==> config.mk <==
export PLATFORM = sky130hd
export DESIGN_NAME = core_flow_irq_indirect
export DESIGN_NICKNAME = d
export VERILOG_FILES = /design/src/include/core_flow_pkg.sv /design/src/hw/core_flow_irq_indirect.sv
export SDC_FILE = /design/constraint.sdc
export NUM_CORES = 1
export LEC_CHECK = 0
export BUFFER_PORTS_ARGS = -buffer_cell sky130_fd_sc_hd__buf_2
export CAP_MARGIN = 10
export CORE_MARGIN = 3
export CORE_UTILIZATION = 64
export DETAILED_ROUTE_END_ITERATION = 6
export GPL_TIMING_DRIVEN = 0
export PLACE_DENSITY_LB_ADDON = 0.08
export SLEW_MARGIN = 20
export SYNTH_ARGS = -nofsm -noshare
export SYNTH_HDL_FRONTEND = slang
export SYNTH_SLANG_ARGS = --single-unit
==> constraint.sdc <==
create_clock -name clk -period 9.87 [get_ports clk]
set_input_delay 0.987 -clock clk [delete_from_list [all_inputs] [get_ports clk]]
set_output_delay 0.987 -clock clk [all_outputs]
set_load 0.005 [all_outputs]
==> src/include/core_flow_pkg.sv <==
// Shared constants and carrier types for the control-flow block.
// Assumes a single 125 MHz core clock and an APB master with 32-bit data.
package core_flow_pkg;
  // Register indexes; APB byte address is four times the index
  localparam logic [8:0] IDX_INDIRECT = 9'h000;
  localparam logic [8:0] IDX_PCL = 9'h002;
  localparam logic [8:0] IDX_BANK = 9'h003;
  localparam logic [8:0] IDX_POINTER = 9'h004;
  localparam logic [8:0] IDX_LATCH = 9'h00a;
  localparam logic [8:0] IDX_IRQ = 9'h00b;
  localparam logic [8:0] IDX_IRQ_MIRROR = 9'h08b;
  localparam logic [8:0] IDX_RAM = 9'h020;
  // Interrupt control and bank field positions
  localparam int BIT_GIE = 7;
  localparam int BIT_EEPROM_DONE_IRQ_ENABLE = 6;
  localparam int BIT_TMRIE = 5;
  localparam int BIT_EXTIE = 4;
  localparam int BIT_CHGIE = 3;
  localparam int BIT_TMRF = 2;
  localparam int BIT_EXTF = 1;
  localparam int BIT_CHGF = 0;
  localparam int BIT_BANK = 7;
  // Values after reset, interrupt vector and stack depth
  localparam logic [7:0] IRQ_RESET = 8'h00;
  localparam logic [12:0] PC_RESET = 13'h0000;
  localparam logic [12:0] IRQ_VECTOR = 13'h0004;
  localparam logic [4:0] LATCH_RESET = 5'h00;
  localparam logic [7:0] POINTER_RESET = 8'h00;
  localparam int STACK_DEPTH = 8;
  // Requests from the instruction execution logic
  typedef struct packed {
    logic call;
    logic jump;
    logic ret;
    logic irqAck;
    logic advance;
    logic [10:0] target;
  } exec_type;
  // One-cycle events from peripherals on the core clock
  typedef struct packed {
    logic timerOverflow;
    logic eepromDone;
  } event_type;
endpackage

==> src/hw/core_flow_irq_indirect.sv <==
// Program counter, return stack, interrupt control and indirect access.
// Assumes exec and event inputs come from logic on clk; pins are async.
`timescale 1ns/1ns
`default_nettype none

// Function
// - Flags set regardless of any enable
// - Bit 7 gates every interrupt
// - Bit 6 enables EEPROM done interrupt
// - Bit 5 enables timer overflow interrupt
// - Bit 3 enables port change interrupt
// - Timer flag set by hardware, software clears
// - Bit 1 shows external interrupt occurred
// - Change flag re-sets while mismatch persists
// - Control register at both 0Bh, 8Bh
// - 13-bit counter, only low byte accessible
// - Low-byte loads copy upper bits from latch
// - Branch target 11 bits plus page bits
// - Page bits ignored on this device
// - Eight 13-bit entries, hidden pointer
// - Push on call/ack, pop on returns
// - Push and pop leave latch alone
// - Ninth push overwrites the first
// - Ninth pop repeats first pop value
// - No overflow or underflow indication
// - Indirect port redirects, stores nothing
// - Effective address is bank bit plus pointer
// - Self-addressed indirect read returns zero
// - Self-addressed indirect write does nothing
module core_flow_irq_indirect #(
  parameter int RAM_WORDS = 16,        // General data bytes behind pointer
  parameter bit PAGE_BITS_USED = 1'b0, // Larger parts honour page bits
  parameter bit EXT_RISING = 1'b1      // Active edge of the external pin
) (
  input wire logic clk,
  input wire logic srst,
  input wire logic psel,
  input wire logic penable,
  input wire logic pwrite,
  input wire logic [11:0] paddr,
  input wire logic [31:0] pwdata,
  output logic [31:0] prdata,
  output logic pready,
  output logic pslverr,
  input wire core_flow_pkg::exec_type exec,
  input wire core_flow_pkg::event_type events,
  input wire logic extIrqPin,
  input wire logic [3:0] changeSensePins,
  input wire logic portRead,
  output logic [12:0] pc,
  output logic irqRequest
);

  localparam int RAM_AW = $clog2(RAM_WORDS);

  ////////////////////////////////////////////////////////////////////
  // State
  logic [7:0] irqCtrl;          // Enables and flags
  logic [4:0] pcHighLatch;      // Holding latch for upper counter bits
  logic [7:0] indirectPointer;  // Pointer for indirect access
  logic indirectBankBit;        // Upper bit of the indirect address
  logic [12:0] stack [core_flow_pkg::STACK_DEPTH];
  logic [2:0] stackPtr;         // Wraps on its own, never visible
  logic [7:0] ram [RAM_WORDS];
  logic [3:0] changeLatch;      // Pin value at the last port read
  logic eepromFlag;             // Write complete, held for the request

  ////////////////////////////////////////////////////////////////////
  // Pin synchronisers
  logic extSync1;
  logic extSync2;
  logic extSync3;               // Delayed copy for the edge detect
  logic [3:0] changeSync1;
  logic [3:0] changeSync2;

  // Two flops first; edge flops reset to the active level, so no edge after reset
  always_ff @(posedge clk) begin
    if (srst) begin
      extSync1 <= EXT_RISING;
      extSync2 <= EXT_RISING;
      extSync3 <= EXT_RISING;
      changeSync1 <= 4'h0;
      changeSync2 <= 4'h0;
    end else begin
      extSync1 <= extIrqPin;
      extSync2 <= extSync1;
      extSync3 <= extSync2;
      changeSync1 <= changeSensePins;
      changeSync2 <= changeSync1;
    end
  end

  logic extEdge;                // One cycle per active pin edge
  logic mismatch;               // Any pin differs from its latch
  assign extEdge = EXT_RISING ? (extSync2 & ~extSync3)
                              : (~extSync2 & extSync3);
  assign mismatch = |(changeSync2 ^ changeLatch);

  ////////////////////////////////////////////////////////////////////
  // Address decode
  logic access;                 // Access phase of a transfer
  logic [8:0] idx;              // Word index from the byte address
  logic [8:0] effAddr;          // Indirect target
  logic [8:0] tgt;              // Register actually addressed
  logic selfRef;                // Indirect port points at itself
  logic [8:0] ramOff;
  logic ramHit;
  logic [RAM_AW-1:0] ramIdx;
  logic wrEn;
  logic pclWrite;

  assign access = psel & penable;
  assign idx = paddr[10:2];
  assign effAddr = {indirectBankBit, indirectPointer};
  assign tgt = (idx == core_flow_pkg::IDX_INDIRECT) ? effAddr : idx;
  assign selfRef = (idx == core_flow_pkg::IDX_INDIRECT) &&
                   (effAddr == core_flow_pkg::IDX_INDIRECT);
  assign ramOff = tgt - core_flow_pkg::IDX_RAM;
  assign ramHit = (tgt >= core_flow_pkg::IDX_RAM) &&
                  (ramOff < 9'(RAM_WORDS));
  assign ramIdx = ramOff[RAM_AW-1:0];
  assign wrEn = access & pwrite & pready & ~selfRef & ~paddr[11];
  // only the low byte is writable
  assign pclWrite = wrEn && (tgt == core_flow_pkg::IDX_PCL);

  logic irqHit;
  logic [7:0] readByte;
  logic mapped;

  assign irqHit = (tgt == core_flow_pkg::IDX_IRQ) ||
                  (tgt == core_flow_pkg::IDX_IRQ_MIRROR);

  // Read mux; upper counter bits have no address at all
  always_comb begin
    readByte = 8'h00;
    mapped = 1'b1;
    if (paddr[11]) begin
      mapped = 1'b0;
    end else if (selfRef) begin
      readByte = 8'h00;
    end else if (irqHit) begin
      readByte = irqCtrl;
    end else if (ramHit) begin
      readByte = ram[ramIdx];
    end else begin
      unique case (tgt)
        core_flow_pkg::IDX_PCL: readByte = pc[7:0];
        core_flow_pkg::IDX_POINTER: readByte = indirectPointer;
        core_flow_pkg::IDX_LATCH: readByte = {3'h0, pcHighLatch};
        core_flow_pkg::IDX_BANK:
          readByte = {indirectBankBit, 7'h00};
        default: mapped = 1'b0;
      endcase
    end
  end

  ////////////////////////////////////////////////////////////////////
  // APB answer: one wait state, answer registered
  always_ff @(posedge clk) begin
    if (srst) begin
      pready <= 1'b0;
      prdata <= 32'h0000_0000;
      pslverr <= 1'b0;
    end else begin
      // Ready drops after the completing edge
      pready <= access & ~pready;
      if (access & ~pready) begin
        prdata <= pwrite ? 32'h0000_0000 : {24'h00_0000, readByte};
        pslverr <= ~mapped;
      end else begin
        pslverr <= 1'b0;
      end
    end
  end

  ////////////////////////////////////////////////////////////////////
  // Plain software registers
  always_ff @(posedge clk) begin
    if (srst) begin
      pcHighLatch <= core_flow_pkg::LATCH_RESET;
      indirectPointer <= core_flow_pkg::POINTER_RESET;
      indirectBankBit <= 1'b0;
    end else if (wrEn) begin
      if (tgt == core_flow_pkg::IDX_LATCH) begin
        pcHighLatch <= pwdata[4:0];
      end
      if (tgt == core_flow_pkg::IDX_POINTER) begin
        indirectPointer <= pwdata[7:0];
      end
      if (tgt == core_flow_pkg::IDX_BANK) begin
        indirectBankBit <= pwdata[core_flow_pkg::BIT_BANK];
      end
    end
  end

  // Data bytes reached directly or through the pointer
  always_ff @(posedge clk) begin
    if (wrEn && ramHit) begin
      ram[ramIdx] <= pwdata[7:0];
    end
  end

  ////////////////////////////////////////////////////////////////////
  // Interrupt control and flags
  logic [7:0] wrIrq;            // Write value or current value
  assign wrIrq = (wrEn && irqHit) ? pwdata[7:0] : irqCtrl;

  // Events OR in after the write, so a set beats a clear
  always_ff @(posedge clk) begin
    if (srst) begin
      irqCtrl <= core_flow_pkg::IRQ_RESET;
    end else begin
      irqCtrl[7:3] <= wrIrq[7:3];
      irqCtrl[core_flow_pkg::BIT_TMRF] <=
        wrIrq[core_flow_pkg::BIT_TMRF] | events.timerOverflow;
      irqCtrl[core_flow_pkg::BIT_EXTF] <=
        wrIrq[core_flow_pkg::BIT_EXTF] | extEdge;
      irqCtrl[core_flow_pkg::BIT_CHGF] <=
        wrIrq[core_flow_pkg::BIT_CHGF] | mismatch;
    end
  end

  // Port read ends the mismatch by taking a fresh copy
  always_ff @(posedge clk) begin
    if (srst) begin
      changeLatch <= 4'h0;
    end else if (portRead) begin
      changeLatch <= changeSync2;
    end
  end

  // Write-complete flag lives elsewhere; hold it until acknowledged
  always_ff @(posedge clk) begin
    if (srst) begin
      eepromFlag <= 1'b0;
    end else begin
      eepromFlag <= events.eepromDone | (eepromFlag & ~exec.irqAck);
    end
  end

  // Registered request so the output comes from a flop
  always_ff @(posedge clk) begin
    if (srst) begin
      irqRequest <= 1'b0;
    end else begin
      irqRequest <= irqCtrl[core_flow_pkg::BIT_GIE] & (
        (irqCtrl[core_flow_pkg::BIT_EEPROM_DONE_IRQ_ENABLE] & eepromFlag) |
        (irqCtrl[core_flow_pkg::BIT_TMRIE] &
         irqCtrl[core_flow_pkg::BIT_TMRF]) |
        (irqCtrl[core_flow_pkg::BIT_EXTIE] &
         irqCtrl[core_flow_pkg::BIT_EXTF]) |
        (irqCtrl[core_flow_pkg::BIT_CHGIE] &
         irqCtrl[core_flow_pkg::BIT_CHGF]));
    end
  end

  ////////////////////////////////////////////////////////////////////
  // Program counter and return stack
  logic [1:0] pageBits;
  logic pushNow;
  logic popNow;
  assign pageBits = PAGE_BITS_USED ? pcHighLatch[4:3] : 2'b00;
  assign pushNow = exec.irqAck | exec.call;
  assign popNow = ~pushNow & ~exec.jump & exec.ret;

  // Acknowledge beats call, jump, return, low-byte write, step
  always_ff @(posedge clk) begin
    if (srst) begin
      pc <= core_flow_pkg::PC_RESET;
    end else if (exec.irqAck) begin
      pc <= core_flow_pkg::IRQ_VECTOR;
    end else if (exec.call || exec.jump) begin
      pc <= {pageBits, exec.target};
    end else if (exec.ret) begin
      pc <= stack[stackPtr - 3'd1];
    end else if (pclWrite) begin
      // no carry into the upper bits
      pc <= {pcHighLatch, pwdata[7:0]};
    end else if (exec.advance) begin
      pc <= pc + 13'd1;
    end
  end

  // Pointer wraps freely and raises nothing when it does
  always_ff @(posedge clk) begin
    if (srst) begin
      stackPtr <= 3'd0;
    end else if (pushNow) begin
      stack[stackPtr] <= pc;
      stackPtr <= stackPtr + 3'd1;
    end else if (popNow) begin
      stackPtr <= stackPtr - 3'd1;
    end
  end

  ////////////////////////////////////////////////////////////////////
  // Checks
  gie_gate_a: assert property (@(posedge clk) disable iff (srst)
    !irqCtrl[7] |=> !irqRequest)
    else $error("request raised with global enable clear");
  timer_set_a: assert property (@(posedge clk) disable iff (srst)
    events.timerOverflow |=> irqCtrl[2])
    else $error("timer flag missed an overflow");
  ext_flag_a: assert property (@(posedge clk) disable iff (srst)
    extEdge |=> irqCtrl[1])
    else $error("pin flag missed an edge");
  change_flag_a: assert property (@(posedge clk) disable iff (srst)
    mismatch |=> irqCtrl[0])
    else $error("change flag clear during mismatch");
  mirror_read_a: assert property (@(posedge clk) disable iff (srst)
    access && !pready && !pwrite && !paddr[11] &&
    idx == core_flow_pkg::IDX_IRQ_MIRROR
    |=> prdata[7:0] == $past(irqCtrl))
    else $error("mirror address read wrong value");
  self_read_a: assert property (@(posedge clk) disable iff (srst)
    access && !pready && !pwrite && selfRef |=> prdata == 32'h0)
    else $error("self-addressed read not zero");
  call_load_a: assert property (@(posedge clk) disable iff (srst)
    exec.call && !exec.irqAck
    |=> pc[10:0] == $past(exec.target) && pc[12:11] == 2'b00)
    else $error("call target not loaded");
  pcl_load_a: assert property (@(posedge clk) disable iff (srst)
    pclWrite && !exec.irqAck && !exec.call && !exec.jump && !exec.ret
    |=> pc == {$past(pcHighLatch), $past(pwdata[7:0])})
    else $error("low byte write lost latch bits");
  push_pop_a: assert property (@(posedge clk) disable iff (srst)
    (exec.call && !exec.irqAck) ##1
    (exec.ret && !exec.call && !exec.jump && !exec.irqAck)
    |=> pc == $past(pc, 2))
    else $error("return did not restore pushed counter");
  latch_hold_a: assert property (@(posedge clk) disable iff (srst)
    (pushNow || popNow) && !wrEn |=> $stable(pcHighLatch))
    else $error("stack action changed the latch");

  call_cov_c: cover property (@(posedge clk) disable iff (srst)
    exec.call ##1 exec.ret);
  irq_cov_c: cover property (@(posedge clk) disable iff (srst)
    exec.irqAck ##[1:20] irqRequest);
  indirect_cov_c: cover property (@(posedge clk) disable iff (srst)
    access && pready && ramHit && idx == core_flow_pkg::IDX_INDIRECT);

endmodule

`default_nettype wire

# After elaboration in Yosys (flattened, before gate mapping)

Memory sizes are Yosys's and may differ from the RTL's.
Index checks and enable logic that the tools add are counted.

Register bits: 89
Latch bits: 0
Bits in writable memories: 232
ROM bits: 0
Bits of input ports: 73
Word-level logic and storage cells: 113
Memories kept: 2

Add/sub/neg operators: 4
Multiply operators: 0
Div/mod/pow operators: 0
Order comparisons: 2
Eq/ne operators: 6
Shifts and indexed selects: 0
Mux-type cells: 25
Bitwise operators: 33
Reduce and logical (&&, ||, !) cells: 21

Memories:

| memory | words | width | rd ports | clocked after memory_dff | write ports | line                         | RTL |
|---|---|---|---|---|---|---|---|
| ram    | 16    | 8     | 1        | 0                        | 1           | core_flow_irq_indirect.sv:64 | `logic [7:0] ram [RAM_WORDS];` |
| stack  | 8     | 13    | 1        | 0                        | 1           | core_flow_irq_indirect.sv:62 | `logic [12:0] stack [core_flow_pkg::STACK_DEPTH];` |

Operators by type and width:

| operator                | number |
|---|---|
| $mux W8                 | 5 |
| $mux W13                | 3 |
| $pmux W8 S4             | 1 |
| $eq A9 B2 Y1 const B    | 2 |
| $eq A9 B4 Y1 const B    | 2 |
| $logic_not A9 Y1        | 2 |
| $and A1 B1 Y1           | 15 |
| $add A13 B1 Y13 const B | 1 |
| $mux W3                 | 4 |
| $mux W11                | 1 |
| $mux W1                 | 10 |
| $eq A9 B3 Y1 const B    | 1 |
| $eq A9 B8 Y1 const B    | 1 |
| $ge A9 B6 Y1 const B    | 1 |
| $lt A9 B5 Y1 const B    | 1 |
| $mux W9                 | 1 |
| $not A1 Y1              | 9 |
| $sub A9 B6 Y9 const B   | 1 |
| $or A1 B1 Y1            | 8 |
| $reduce_or A4 Y1        | 2 |
| $reduce_and A2 Y1       | 3 |
| $logic_and A1 B1 Y1     | 5 |
| $reduce_bool A5 Y1      | 1 |
| $reduce_bool A4 Y1      | 1 |
| 8 further kinds         | 10 |

# Longest topological paths before layout

Depth in word-level cells: 10
Depth in mapped cells: 12
Gate-level depth less buffers: 8

# Worst setup path after synthesis

Ideal clock, no wire load.

Kind: input to register
Start point: in paddr[3]
End point: mem ram[3][0], enable pin
Data arrival time: 3.117 ns
Path slack: 6.383 ns
Cell stages on the path: 8
Buffers on the path: 3
Path through: buf_2 > nor3_2 > buf_2 > a31oi_1 > nor2_1 > buf_2 > nand2_1 > nor2_1

Word-level cells in the longest chain between the ends: 8

Ends and longest elaborated chain:

| element                                                     | line                                                         | RTL |
|---|---|---|
| start, declared                                             | core_flow_irq_indirect.sv:40                                 | `input wire logic [11:0] paddr,` |
| $logic_not A9 Y1                                            | core_flow_irq_indirect.sv:115, core_flow_irq_indirect.sv:116 |  |
| $mux W9 / $logic_and A1 B1 Y1 (equally long branches)       | core_flow_irq_indirect.sv:115, core_flow_irq_indirect.sv:116 |  |
| $sub A9 B6 Y9 / $not A1 Y1 (equally long branches)          | core_flow_irq_indirect.sv:118, core_flow_irq_indirect.sv:122 |  |
| $lt A9 B5 Y1 / $and A1 B1 Y1 (equally long branches)        | core_flow_irq_indirect.sv:120, core_flow_irq_indirect.sv:122 |  |
| $logic_and A1 B1 Y1 / $and A1 B1 Y1 (equally long branches) | core_flow_irq_indirect.sv:119, core_flow_irq_indirect.sv:122 |  |
| $logic_and A1 B1 Y1                                         | core_flow_irq_indirect.sv:198                                | `if (wrEn && ramHit) begin` |
| $mux W1                                                     | core_flow_irq_indirect.sv:198                                |  |
| $mux W1 (not written as such)                               | core_flow_irq_indirect.sv:199                                | `ram[ramIdx] <= pwdata[7:0];` |
| end, declared                                               | core_flow_irq_indirect.sv:64                                 |  |

Several ways; a longest one is shown, not always the timed one.

# Final worst setup path

Start point: reg stackPtr[0]
End point: reg pc[3]

Word-level cells in the longest chain between the ends: 4

Ends and longest elaborated chain:

| element                | line                          | RTL |
|---|---|---|
| start, declared        | core_flow_irq_indirect.sv:63  | `logic [2:0] stackPtr;` |
| start signal, assigned | core_flow_irq_indirect.sv:290 | `stackPtr <= stackPtr + 3'd1;` |
| start signal, assigned | core_flow_irq_indirect.sv:292 | `stackPtr <= stackPtr - 3'd1;` |
| $sub A3 B1 Y3          | core_flow_irq_indirect.sv:275 | `pc <= stack[stackPtr - 3'd1];` |
| $mem_v2 Z8 W13         | -                             |  |
| $mux W13               | core_flow_irq_indirect.sv:274 | `end else if (exec.ret) begin` |
| $mux W11               | core_flow_irq_indirect.sv:272 | `end else if (exec.call \|\| exec.jump) begin` |
| end signal, assigned   | core_flow_irq_indirect.sv:271 | `pc <= core_flow_pkg::IRQ_VECTOR;` |
| end signal, assigned   | core_flow_irq_indirect.sv:273 | `pc <= {pageBits, exec.target};` |
| end signal, assigned   | core_flow_irq_indirect.sv:275 |  |
| end, declared          | core_flow_irq_indirect.sv:50  | `output logic [12:0] pc,` |

Every way passes these cells.
A chain may end at the register's enable or synchronous reset.

==> results.py <==
metrics = {
    "status": {
        "status": "completed",
    },
    "min_path": {
        "worstHoldPathCells": 1,
        "hold_path.class": "flop to flop",
    },
    "synth": {
        "ys_warn_count": 0,
        "yosysTopAreaCell": "edfxtp_1",
        "synthCells": 985,
        "async_flop_share_pct": 0,
        "synth_seq_cells": 297,
        "ys.flop_type": "edfxtp_1",
        "seq_area_frac_synth_pct": 64.3,
        "synthTopCellsByArea": "edfxtp_1 54%, dfxtp_1 10%, mux4_2 4.6%, mux2i_1 3.7%, nand2_1 3.2%",
        "syn_area_um2": 12800,
        "synth_edf_count": 232,
        "yosysUniqueCellTypes": 74,
        "synth_top_area_share_pct": 54.2,
        "syn_avg_cell_area_um2": 13.0,
    },
    "floorplanning": {
        "initial_core_util_pct": 65.6,
        "die_w_um": 148,
        "core_um2": 19600,
        "ioPinCount": 121,
        "dieArea_um2": 21800,
        "row_count": 51,
        "die-height_um": 148,
    },
    "place": {
        "dpl_cell_area_um2": 13700,
        "gp_congestion": 0.939,
        "dp_hpwl_um": 22600,
        "port_buffers": 65,
    },
    "detailed_routing": {
        "routed_wl_um": 33300,
        "vias": 8958,
        "ant_nets": 0,
        "drcViolationCount": 0,
        "dr.pass1.iters": 6,
        "wl_per_cell_um": 23.8,
        "drt_iter0_markers": 1154,
        "viasPerCell": 6.41,
    },
    "worst_setup_path": {
        "endpoint_kind": "flop",
        "cp_data_required_time_ps": 10290,
        "crit_type": "flop to flop",
        "reg2reg_depth": 12,
        "arrival_ps": 5080,
        "start_kind": "flop",
        "path_max_fanout": 10,
    },
    "cells_and_area": {
        "layout-drive-gt1-share_pct": 19.7,
        "final_nets": 1185,
        "finalInstanceArea_um2": 14600,
        "multi_input_area_um2": 4200,
        "diodes": 0,
        "layout_commonest_cell": "edfxtp_1",
        "area_growth_pct": 13.4,
        "mostFrequentLayoutCells": "232 x edfxtp_1, 108 x nand2_1, 81 x nor2_1",
        "seq_area_um2": 8270,
        "fillCellCount": 1290,
    },
    "pwr": {
        "power.switching_mw": 0.632,
        "powerDensity_nw_per_um2": 182,
        "peakVddDrop_mv": 0.165,
        "internal_power_mw": 2.03,
        "sw_frac_of_total_pct": 23.8,
        "seq_power_share_pct": 52.2,
        "power_leakage_nw": 5.18,
        "p_comb_share_pct": 8.9,
        "power.share.clock_pct": 38.8,
    },
    "cts": {
        "hold_buffers": 0,
        "post_cts_resized": 0,
        "worst_setup_hold_path_clk_slew_ps": 60,
        "cts_buffer_depth": 3,
        "insertion_delay_ps": 550,
        "cts_max_level": 1,
        "numCtsBuffers": 29,
        "cts_tree": "built",
        "clock_sinks": 297,
        "postCtsSetupRepairBufs": 0,
        "root_buffer": "clkbuf_16",
    },
    "sta": {
        "timing.final.crit_share_pct": 47.2,
        "setup_violations": 0,
        "rsz0062_at_grt": "false",
        "slew_violations": 0,
        "clock.fmax_ghz": 0.215,
        "period_minus_slack_ps": 4650,
        "setup-tns-final_ps": 0,
        "hold_viol_final": 0,
        "slew_headroom_pct": 24.4,
        "worstMarginPinSlew_ps": 1130,
        "clock_skew_ps": 14.2,
    },
    "job": {
        "drv_cap": 0,
    },
    "global_routing": {
        "first_global_vias": 8558,
        "grt_max_degree": 21,
        "grt_pass1_wl_um": 50300,
        "overflow": 0,
        "track_usage_pct": 30.3,
        "antenna_found_initial": 1,
    },
}
## sequential cells by signal (all words and copies together) (netlist names), 3 cells and up
| signal | cells |
|---|---|
| ram | 128 |
| pcHighLatch | 5 |
| changeSync2 | 4 |
| pc | 13 |
| stackPtr | 3 |
| changeSync1 | 4 |
| irqCtrl | 8 |
| changeLatch | 4 |
| stack | 104 |
| prdata | 8 |
| indirectPointer | 8 |
## final cells by class
cell class	count	area share (%)
multi-input cells	616	28.9
clock buffers	30	5.01
well taps	265	2.28
repair buffers	70	2.64
flip-flops and latches	297	56.7
inverters	24	0.618
clock inverters	24	1.08
plain buffers	71	2.78
## kinds of logic (layout without fill, tap and decap cells)
logic type	count (synthesis)	in the layout	share of synthesized area (%)
adders and majority gates	3	3	0.292
xor gates and xnor gates	17	17	1.16
AOI/OAI and AO/OA	167	167	9.56
DFF	297	297	64.3
other	1	24	0.0292
buffers and inverters	95	219	3.86
muxes	81	81	8.91
and+or+nand+nor	324	324	11.9
## cells in the mapped netlist (11+ instances only)
master and number:
edfxtp_1 232, nand2_1 108, nor2_1 87, dfxtp_1 65, mux2i_1 48, nand3_1 38, a21oi_1 36, buf_4 26
clkbuf_1 26, mux4_2 26, inv_1 24, a31oi_1 23, nand4_1 18, nor3_1 18, buf_2 15, o21ai_0 14
a22oi_1 13, xor2_1 11
## routing by layer
layer  global-route usage [%]  vias up  wire [um]
met1                     42.0     4338      12800
met2                     50.6      553      16300
met4                     9.69        2       1070
met3                     4.11       87       3100
met5                        0        -         13
li1                         -     3978          -
## power groups by stage
stage	combinational (mW)	clock [mW]	sequential [mW]
final	0.238	1.03	1.39
after global routing	0.253	1.08	1.39
after CTS	0.235	1.04	1.39
after detailed placement	0.234	0	1.41
after global placement	0.225	0	1.41
after floorplan	0.151	0	1.41
## metrics by stage
step | setup WS (ps) | hold slack, ps | cells | total power, mW | util (%)
final | 5220 | 408 | 1397 | 2.66 | 74.4
after global routing | 4930 | 420 | 1397 | 2.73 | 74.4
after CTS | 5180 | 415 | 1397 | 2.66 | 74.4
after detailed placement | 5190 | 399 | 1343 | 1.65 | 69.8
after global placement | 5270 | 397 | 1338 | 1.64 | 69.4
after floorplan | 6380 | 389 | 1008 | 1.56 | -
## critical path, cell delays in order (launching register included)
cell      delay, ps
dfxtp_1         400
buf_2           390
clkbuf_1        690
inv_1           140
ha_1            320
clkbuf_1        490
clkbuf_1        590
clkbuf_1        590
mux4_2          410
mux2i_1         180
nor2_1           80
a21oi_1         140
a21oi_1          90
## path summary, 6_finish.rpt
path	from	to	slack [ps]
setup / recovery	stackPtr[0]	pc[3]	5220
hold reg to reg	extSync1	extSync2	410
setup reg to reg	stackPtr[0]	pc[3]	5220
hold / removal	extSync1	extSync2	410
(Power assumes the default switching activity.)
